===== src/frx_pkg.sv =====
package frx_pkg;
    // instruction word and data widths
    localparam int WORD_W = 14;
    localparam int DATA_W = 8;
    localparam int ADDR_W = 7;
    localparam int REG_DEPTH = 128;
    // field positions inside the instruction word
    localparam int OPC_MSB = 13;
    localparam int OPC_LSB = 8;
    localparam int TGT_BIT = 7;
    localparam int IDX_MSB = 6;
    // opcode values of the upper six bits
    localparam logic [5:0] OPC_INCR = 6'h0a;
    localparam logic [5:0] OPC_COPY = 6'h08;
    localparam logic [5:0] OPC_ZERO = 6'h00;
    // reset values
    localparam logic [7:0] ACC_RST = 8'h00;
    localparam logic ZERO_RST = 1'b0;
    // decoded operation
    typedef enum logic [1:0] {
        FRX_NONE = 2'b00,
        FRX_INCR = 2'b01,
        FRX_COPY = 2'b10,
        FRX_STORE = 2'b11
    } frx_op_t;
    // execute pipeline state
    typedef enum logic [0:0] {
        FRX_IDLE = 1'b0,
        FRX_EXEC = 1'b1
    } frx_state_t;
endpackage : frx_pkg


===== src/frx_file_mem.sv =====
`timescale 1ns/100ps
module frx_file_mem
    import frx_pkg::*;
(
    // clock
    input wire logic ref_clk,
    // read port, data registered
    input wire logic [frx_pkg::ADDR_W-1:0] rdAddr,
    output logic [frx_pkg::DATA_W-1:0] rdData,
    // write port
    input wire logic wrEn,
    input wire logic [frx_pkg::ADDR_W-1:0] wrAddr,
    input wire logic [frx_pkg::DATA_W-1:0] wrData
);
    logic [DATA_W-1:0] mem [REG_DEPTH];

    // contents are not reset, like real file ram
    always_ff @(posedge ref_clk)
    begin
        if (wrEn)
        begin
            mem[wrAddr] <= wrData;
        end
        rdData <= mem[rdAddr];
    end
endmodule : frx_file_mem


===== src/frx_exec.sv =====
`timescale 1ns/100ps
// Summary of operation
// RULE_01 - increment op adds one, sets zero
// RULE_02 - increment target bit picks acc or register
// RULE_03 - copy op reads register unchanged
// RULE_04 - copy target bit picks acc or register
// RULE_05 - copy updates zero for both targets
// RULE_06 - store op writes acc, flags untouched
// RULE_07 - zero set on zero result, else cleared
module frx_exec
    import frx_pkg::*;
(
    // clock and reset
    input wire logic ref_clk,
    input wire logic rst,
    // instruction from fetch
    input wire logic instrValid,
    input wire logic [frx_pkg::WORD_W-1:0] instrWord,
    // results
    output logic [frx_pkg::DATA_W-1:0] accOut,
    output logic zeroFlag,
    output logic done,
    output logic wrStrobe,
    output logic [frx_pkg::ADDR_W-1:0] wrIndex,
    output logic [frx_pkg::DATA_W-1:0] wrValue,
    output logic illegal
);
    import frx_pkg::*;

    // classify one instruction word
    function automatic frx_op_t decodeOp(input logic [WORD_W-1:0] w);
        frx_op_t op;
        op = FRX_NONE;
        if (w[OPC_MSB:OPC_LSB] == OPC_INCR)
        begin
            op = FRX_INCR;
        end
        else if (w[OPC_MSB:OPC_LSB] == OPC_COPY)
        begin
            op = FRX_COPY;
        end
        // the store pattern needs bit 7 set; with it clear the word is not ours
        else if (w[OPC_MSB:OPC_LSB] == OPC_ZERO && w[TGT_BIT])
        begin
            op = FRX_STORE;
        end
        return op;
    endfunction : decodeOp

    // zero test of a produced value, shared by the ops that touch the flag
    function automatic logic isZero(input logic [DATA_W-1:0] v);
        return v == '0;
    endfunction : isZero

    logic [DATA_W-1:0] memRdData;
    logic memWrEn;
    logic [ADDR_W-1:0] memWrAddr;
    logic [DATA_W-1:0] memWrData;

    // pipeline registers and their next values
    frx_state_t state_reg, state_next;
    frx_op_t op_reg, op_next;
    logic tgt_reg, tgt_next;
    logic [ADDR_W-1:0] idx_reg, idx_next;
    logic [DATA_W-1:0] acc_reg, acc_next;
    logic zero_reg, zero_next;
    logic done_reg, done_next;
    logic wrStrobe_reg, wrStrobe_next;
    logic [ADDR_W-1:0] wrIndex_reg, wrIndex_next;
    logic [DATA_W-1:0] wrValue_reg, wrValue_next;
    logic illegal_reg, illegal_next;
    // the ram write of one op lands on the very edge that reads the next
    // op's index, so that read returns the old word; the hit is noted at
    // take time, since the strobe is gone by the execute cycle
    logic byp_reg, byp_next;
    // working value of the execute cycle
    logic [DATA_W-1:0] result;

    // file register array; read data arrive one cycle after the index
    frx_file_mem u_mem (
        .ref_clk(ref_clk),
        .rdAddr(instrWord[IDX_MSB:0]),
        .rdData(memRdData),
        .wrEn(memWrEn),
        .wrAddr(memWrAddr),
        .wrData(memWrData)
    );

    // write port follows the registered write strobe outputs
    assign memWrEn = wrStrobe_reg;
    assign memWrAddr = wrIndex_reg;
    assign memWrData = wrValue_reg;

    // next-state and execute logic
    always_comb
    begin
        state_next = state_reg;
        op_next = op_reg;
        tgt_next = tgt_reg;
        idx_next = idx_reg;
        acc_next = acc_reg;
        zero_next = zero_reg;
        done_next = 1'b0;
        wrStrobe_next = 1'b0;
        wrIndex_next = wrIndex_reg;
        wrValue_next = wrValue_reg;
        illegal_next = 1'b0;
        byp_next = 1'b0;
        result = memRdData;
        case (state_reg)
            FRX_IDLE:
            begin
                if (instrValid)
                begin
                    // latch the fields while the ram reads the index
                    op_next = decodeOp(instrWord);
                    tgt_next = instrWord[TGT_BIT];
                    idx_next = instrWord[IDX_MSB:0];
                    // last op still writing the same index: use its value
                    byp_next = wrStrobe_reg && wrIndex_reg == instrWord[IDX_MSB:0];
                    if (decodeOp(instrWord) == FRX_NONE)
                    begin
                        illegal_next = 1'b1; // other opcodes are not ours
                    end
                    else
                    begin
                        state_next = FRX_EXEC;
                    end
                end
            end
            FRX_EXEC:
            begin
                // a read-after-write to the same index bypasses the stale ram word;
                // wrValue_reg still holds that write, nothing has written since
                if (byp_reg)
                begin
                    result = wrValue_reg;
                end
                case (op_reg)
                    FRX_INCR:
                    begin
                        result = DATA_W'(result + 8'h01); // RULE_01
                        zero_next = isZero(result); // RULE_07
                    end
                    FRX_COPY:
                    begin
                        zero_next = isZero(result); // RULE_05
                    end
                    FRX_STORE:
                    begin
                        result = acc_reg; // RULE_06
                    end
                    default:
                    begin
                        result = memRdData;
                    end
                endcase
                // store op always targets the register; flags untouched
                if (op_reg == FRX_STORE || tgt_reg)
                begin
                    wrStrobe_next = 1'b1; // RULE_02 RULE_04
                    wrIndex_next = idx_reg;
                    wrValue_next = result;
                end
                else
                begin
                    acc_next = result; // RULE_02 RULE_04 RULE_03
                end
                // one instruction cycle spans two clocks of this block
                done_next = 1'b1;
                state_next = FRX_IDLE;
            end
            default:
            begin
                state_next = FRX_IDLE;
            end
        endcase
    end

    // state registers
    // the ram sits outside this process and keeps no reset
    always_ff @(posedge ref_clk or posedge rst)
    begin
        if (rst)
        begin
            state_reg <= FRX_IDLE;
            op_reg <= FRX_NONE;
            tgt_reg <= 1'b0;
            idx_reg <= '0;
            acc_reg <= ACC_RST;
            zero_reg <= ZERO_RST;
            done_reg <= 1'b0;
            wrStrobe_reg <= 1'b0;
            wrIndex_reg <= '0;
            wrValue_reg <= '0;
            illegal_reg <= 1'b0;
            byp_reg <= 1'b0;
        end
        else
        begin
            state_reg <= state_next;
            op_reg <= op_next;
            tgt_reg <= tgt_next;
            idx_reg <= idx_next;
            acc_reg <= acc_next;
            zero_reg <= zero_next;
            done_reg <= done_next;
            wrStrobe_reg <= wrStrobe_next;
            wrIndex_reg <= wrIndex_next;
            wrValue_reg <= wrValue_next;
            illegal_reg <= illegal_next;
            byp_reg <= byp_next;
        end
    end

    // outputs straight from flip-flops
    assign accOut = acc_reg;
    assign zeroFlag = zero_reg;
    assign done = done_reg;
    assign wrStrobe = wrStrobe_reg;
    assign wrIndex = wrIndex_reg;
    assign wrValue = wrValue_reg;
    assign illegal = illegal_reg;
endmodule : frx_exec


===== config.mk =====
export PLATFORM = sky130hd
export DESIGN_NAME = frx_exec
export DESIGN_NICKNAME = d
export VERILOG_FILES = /design/src/frx_pkg.sv /design/src/frx_file_mem.sv /design/src/frx_exec.sv
export SDC_FILE = /design/constraint.sdc
export NUM_CORES = 1
export LEC_CHECK = 0
export ABC_AREA = 1
export BUFFER_PORTS_ARGS = -buffer_cell sky130_fd_sc_hd__buf_4
export CAP_MARGIN = 20
export CORE_AREA = 2 2 273 302
export CTS_BUF_LIST = sky130_fd_sc_hd__clkbuf_4
export CTS_CLUSTER_DIAMETER = 50
export DETAILED_ROUTE_END_ITERATION = 10
export DIE_AREA = 0 0 275 304
export HOLD_SLACK_MARGIN = 0.08
export PLACE_DENSITY = 0.74
export SYNTH_ARGS = -nofsm -noshare
export SYNTH_HDL_FRONTEND = slang
export SYNTH_SLANG_ARGS = --single-unit

===== constraint.sdc =====
create_clock -name ref_clk -period 4.34 [get_ports ref_clk]
set_input_delay 0.868 -clock ref_clk [delete_from_list [all_inputs] [get_ports ref_clk]]
set_output_delay 0.868 -clock ref_clk [all_outputs]
set_load 0.01 [all_outputs]

Word-level counts from Yosys, hierarchy flattened
Memory sizes are Yosys's and may differ from the RTL's. A register that Yosys moved wholly into a read port is not among the register bits.
Index checks and enable logic that the tools add are counted.
{ "word_totals": {"n_memories": 1, "wordCells": 56, "reg_bits": 39, "ram_bits": 1024, "out_inout_bits": 27, "in_bits": 17} }
{ "memory_table": {"columns": ["memory", "depth", "width", "rd", "rd_clocked_by_memory_dff", "wr", "line_no", "rtl"], "rows": [
  ["u_mem.mem", 128, 8, 1, 1, 1, "frx_file_mem.sv:15", "logic [DATA_W-1:0] mem [REG_DEPTH];"]
]} }
{ "op_classes": {"reduce_logical": 12, "bitwise": 2, "n_eq_ne": 6, "n_addsub": 1, "n_mux": 22} }
{ "op_table": {"columns": ["cell", "count"], "rows": [
  ["one-hot mux 8 bit (3 select lines)", 1],
  ["zero test 8 bit", 2],
  ["2-to-1 mux 8 bit", 2],
  ["== test 6 x 4 -> 1 bit (second input constant)", 2],
  ["2-to-1 mux 1 bit", 12],
  ["2-to-1 mux 2 bit", 5],
  ["adder 8 x 1 -> 8 bit (second input constant)", 1],
  ["AND reduction 2 bit", 4],
  ["== test 7 bit", 1],
  ["zero test 6 bit", 1],
  ["== test 2 bit (second input constant)", 2],
  ["one-hot mux 1 bit (2 select lines)", 2],
  ["== test 2 x 1 -> 1 bit (second input constant)", 1],
  ["logical AND 1 bit", 2],
  ["zero test 2 bit", 1],
  ["inverter 1 bit", 2],
  ["nonzero test 2 bit", 1],
  ["logical OR 1 bit", 1]
]} }

Depth between registers and ports, before layout
{ "logic_depth": {"depth_word": 11, "ltp_mapped": 13, "mapped_depth_nobuf": 13} }

Hierarchy
A second synthesis with hierarchy kept.
{ "hier_totals": {"cells_unflattened": 3876, "hier_area_um2": 44391.3} }
{ "by_module_without_submodules": {"columns": ["mod", "area_per_inst_um2", "n_inst", "seq_area_each_um2", "cells_each"], "rows": [
  ["frx_file_mem", 42104.1, 1, 30909.6, 3575],
  ["frx_exec", 2287.2, 1, 975.9, 301]
]} }

Least setup slack after synthesis
Ideal clock, no wire load.
{ "synth_timing": {"path_kind": "reg2reg", "from": "register wrValue_reg[0] (netlist: wrValue[0])", "to": "register wrValue_reg[6] (netlist: wrValue[6])", "synth_period_minus_slack_ns": 3.109, "setup_time_ns": 0.124, "arrival_ns": 2.985, "setup_slack_ns": 1.231, "path_buffers": 0, "required_ns": 4.216, "stages_incl_launch_ff": 13, "cell_sequence": "dfrtp_1 -> inv_1 -> nand2_1 -> o21ai_2 -> inv_1 -> ha_1 -> nand4_2 -> a21oi_1 -> nor2_2 -> nand2_1 -> nand2_1 -> nand3_1 -> nand2_1"} }
{ "synth_between": {"elab_chain_len": 4} }
{ "synth_lines": {"columns": ["element", "line_no", "rtl"], "rows": [
  ["start: declaration", "frx_exec.sv:70", "logic [DATA_W-1:0] wrValue_reg, wrValue_next;"],
  ["start signal: assignment", "frx_exec.sv:210", "wrValue_reg <= wrValue_next;"],
  ["2-to-1 mux 8 bit", "frx_exec.sv:135", "if (byp_reg)"],
  ["2-to-1 mux 8 bit", "frx_exec.sv:110", "case (state_reg)"],
  ["adder 8 x 1 -> 8 bit", "frx_exec.sv:142", "result = DATA_W'(result + 8'h01);"],
  ["one-hot mux 8 bit (3 select lines)", "frx_exec.sv:139", "case (op_reg)"]
]} }
No other way between the ends. The select of a mux whose other input is x is not followed.
A chain may end at the register's enable or synchronous reset.

Worst setup path in the final report
{ "layout_timing": {"from": "register wrValue_reg[3] (netlist: wrValue[3])", "to": "output wrValue[3] (netlist bit)"} }
{ "layout_rtl": {"columns": ["element", "line_no", "rtl"], "rows": [
  ["end: declaration", "frx_exec.sv:25", "output logic [frx_pkg::DATA_W-1:0] wrValue,"]
]} }
No word-level cell between the ends.

==> impl_metrics.csv <==
group,metric,value,unit
critical_path,worst_ep_required_time,3.47,ns
clock_network,clk_pin_slew,0.07,ns
drt,drc,0,
floorplan,die_w,275,um
drt,drt_iter0_drc,3436,
critical_path,cp-startpoint,"wrValue[3]",
final_layout,regArea,31900,um2
pwr,clockPowerShare,0.358,
global_route,grt-busiest-layer,"met2",
drt,ant_nets,0,
global_route,grt_usage,0.273,
global_route,grt_use_met3,0.0652,
floorplan,dieArea,83600,um2
run_status,status,"complete, no violations",
logic_synthesis,async_flop_share,0.0364,
global_route,antenna_found_initial,7,
global_route,use_met1,0.354,
logic_synthesis,synthCells,3850,
critical_path,cp_cell_sequence,"buf_4",
critical_path,path_buf_inv,1,
pwr,swShare,0.257,
pwr,p_comb_frac,0.087,
run,drv_cap,0,
clock_network,root_buffer,"clkbuf_4",
sta,tightest_slew,1.21,ns
sta,layout_min_cycle_time,3.34,ns
final_layout,final_common_cell,"nand2_1",
sta,finalHoldViolations,0,
sta,skew,0.0924,ns
pwr,ir_worst_vdd,635,uV
final_layout,largest_register_ffs,1024,
clock_network,clock_path_buffers,4,
clock_network,post_cts_resized,0,
floorplan,io_pins,44,
logic_synthesis,synthDistinctLibCells,35,
final_layout,layout_common_cells,"1295 x nand2_1, 1024 x edfxtp_1, 949 x nand3_1",
logic_synthesis,synth.cell_area,43900,um2
sta,fin_tns_setup,0,ns
sta,max_slew_margin,0.191,
pwr,power_frac_seq,0.555,
clock_network,clock_sinks,1071,
worst_hold_path,min_path_type,"in -> reg",
floorplan,die_h,304,um
logic_synthesis,syn-num-nets,3874,
logic_synthesis,yosysWarningCount,0,
floorplan,initial_core_util,0.543,
global_route,grt_max_degree,191,
final_layout,fin_util,0.599,
final_layout,area_growth_syn_to_layout,10.4,%
clock_network,post_cts.repair.setup_buffers,0,
worst_hold_path,min_from,"instrWord[8]",
clock_network,cts_tree,"done",
final_layout,drive_above_1_share,0.125,
global_route,grt_overflow,0,
global_route,grt_pass1_vias,30130,
critical_path,slowest_stage,"dfrtp_4",
critical_path,critPathCaptureType,"output pin",
sta,finalMaxSlewViolations,0,
logic_synthesis,synthFlopType,"edfxtp_1",
floorplan,floorplan.rows,110,
drt,routed_wl,114000,um
clock_network,cts_buffers,279,
sta,max_freq,300,MHz
final_layout,multi_input_area,10800,um2
logic_synthesis,synth-edff-count,1024,
pwr,intPower,16.7,mW
clock_network,insertion_delay,1.13,ns
critical_path,cp.arrival,2.47,ns
logic_synthesis,synth-seq-cells,1071,
global_route,use_met2,0.433,
sta,rsz0062_at_grt,"false",
logic_synthesis,ys_seq_area_frac,0.726,
pwr,netSwitchingPower,5.79,mW
drt,vias,30345,
drt,vias_per_cell,5.82,
sta,finalCritPeriodShare,0.769,
critical_path,startpoint_type,"flop",
floorplan,coreArea,80900,um2
final_layout,layout.nets,4011,
final_layout,nFillCells,6242,
logic_synthesis,synth.avg_cell_area,11.4,um2
placed_design,port_buffers,43,
critical_path,r2r_start,"wrIndex[0]",
drt,wl_per_cell,21.8,um
global_route,grt_first_pass_wirelength,173000,um
clock_network,cts-htree-levels,5,
pwr,pwr_density_cell,465,nW/um2
critical_path,path_max_fanout,76,
final_layout,regMostFlops,"u_mem.mem",
sta,finalSetupViolCount,0,
critical_path,crit_family,"flip-flops",
placed_design,gp_congestion,0.908,
critical_path,criticalPathCategory,"reg -> out",
drt,first_pass_iters,5,
pwr,p_leak,17.8,nW
critical_path,cp_slowest_stage_delay,1.07,ns
placed_design,detailed_place_hpwl,62900,um
## final timing paths
path | end | slack, ns | depth (start not counted)
max | wrValue[3] | 1.00 | 1
min | state_reg | 0.21 | 5
max reg2reg | u_mem.mem[11][4] | 1.22 | 4
min reg2reg | wrIndex[5] | 0.48 | 2
max in group asynchronous | done | 3.24 | 4
min in group asynchronous | accOut[6] | 0.32 | 3
## area by class of cell
class | count | area share
flip-flops and latches | 1071 | 0.658
multi-input cells | 2481 | 0.222
clock buffers | 392 | 0.0607
well taps | 1064 | 0.0274
repair buffers | 99 | 0.0220
clock inverters | 49 | 0.00500
inverters | 55 | 0.00462
diodes | 5 | 0.000258
## cells by family after synthesis
| kind of cell | Yosys count | share of synthesized area |
|---|---|---|
| buffers and inverters | 298 | 0.0289 |
| adder cells (fa/ha/maj) | 7 | 0.00199 |
| AO/OA/AOI/OAI | 52 | 0.00687 |
| XOR/XNOR | 8 | 0.00160 |
| AND/OR/NAND/NOR | 2414 | 0.235 |
| flip-flops | 1071 | 0.726 |
## Yosys cell counts, types with 3 or more instances
master    instances  area (um2)
nor3_1           13        65.1
inv_1            51         191
nor2_2            3        18.8
buf_2           110         551
edfxtp_1       1024       30700
clkbuf_1        103         387
ha_1              7        87.6
nand3_1         949        4750
dfxtp_1           8         160
a22oi_1           4        30.0
buf_1            28         105
a21oi_1           5        25.0
nand2_1        1295        4860
clkinv_1          3        11.3
o21ai_0          32         160
xnor2_1           6        52.6
o21ai_2           4        35.0
nor2_1          144         541
dfrtp_1          39         976
## routing by layer
metal | up-vias | routed length [um]
li1 | 13903 | -
met1 | 14466 | 42500
met2 | 1696 | 54900
met3 | 274 | 11500
met4 | 6 | 4500
met5 | - | 40
## stage by stage
| step | setup WS [ns] | power, mW | cell area, um2 | instances | hold slack (ns) |
|---|---|---|---|---|---|
| floorplan | 1.23 | 13.6 | 43900 | 3850 | 0.433 |
| global placement | 1.08 | 14.6 | 45200 | 4761 | 0.454 |
| detailed placement | 1.05 | 14.7 | 45200 | 4761 | 0.463 |
| CTS | 0.929 | 22.6 | 48400 | 5209 | 0.104 |
| global route | 0.859 | 23.4 | 48500 | 5216 | 0.164 |
| finish | 1.00 | 22.5 | 48500 | 5216 | 0.212 |
## power by group through the flow
stage          Combinational [mW]  Clock, mW  Sequential (mW)
3_5_place_dp                 1.93          0             12.7
3_3_place_gp                 1.89          0             12.7
6_report                     1.97       8.06             12.5
5_1_grt                      2.12       8.70             12.5
2_1_floorplan               0.854          0             12.8
4_1_cts                      1.94       8.19             12.5
## timing repair
item | in CTS | in global routing
hold buffers | 7 | 0
endpoints found under the hold margin | 26 | 0
endpoints found under the setup margin | 0 | 0
(Power assumes the default switching activity.)
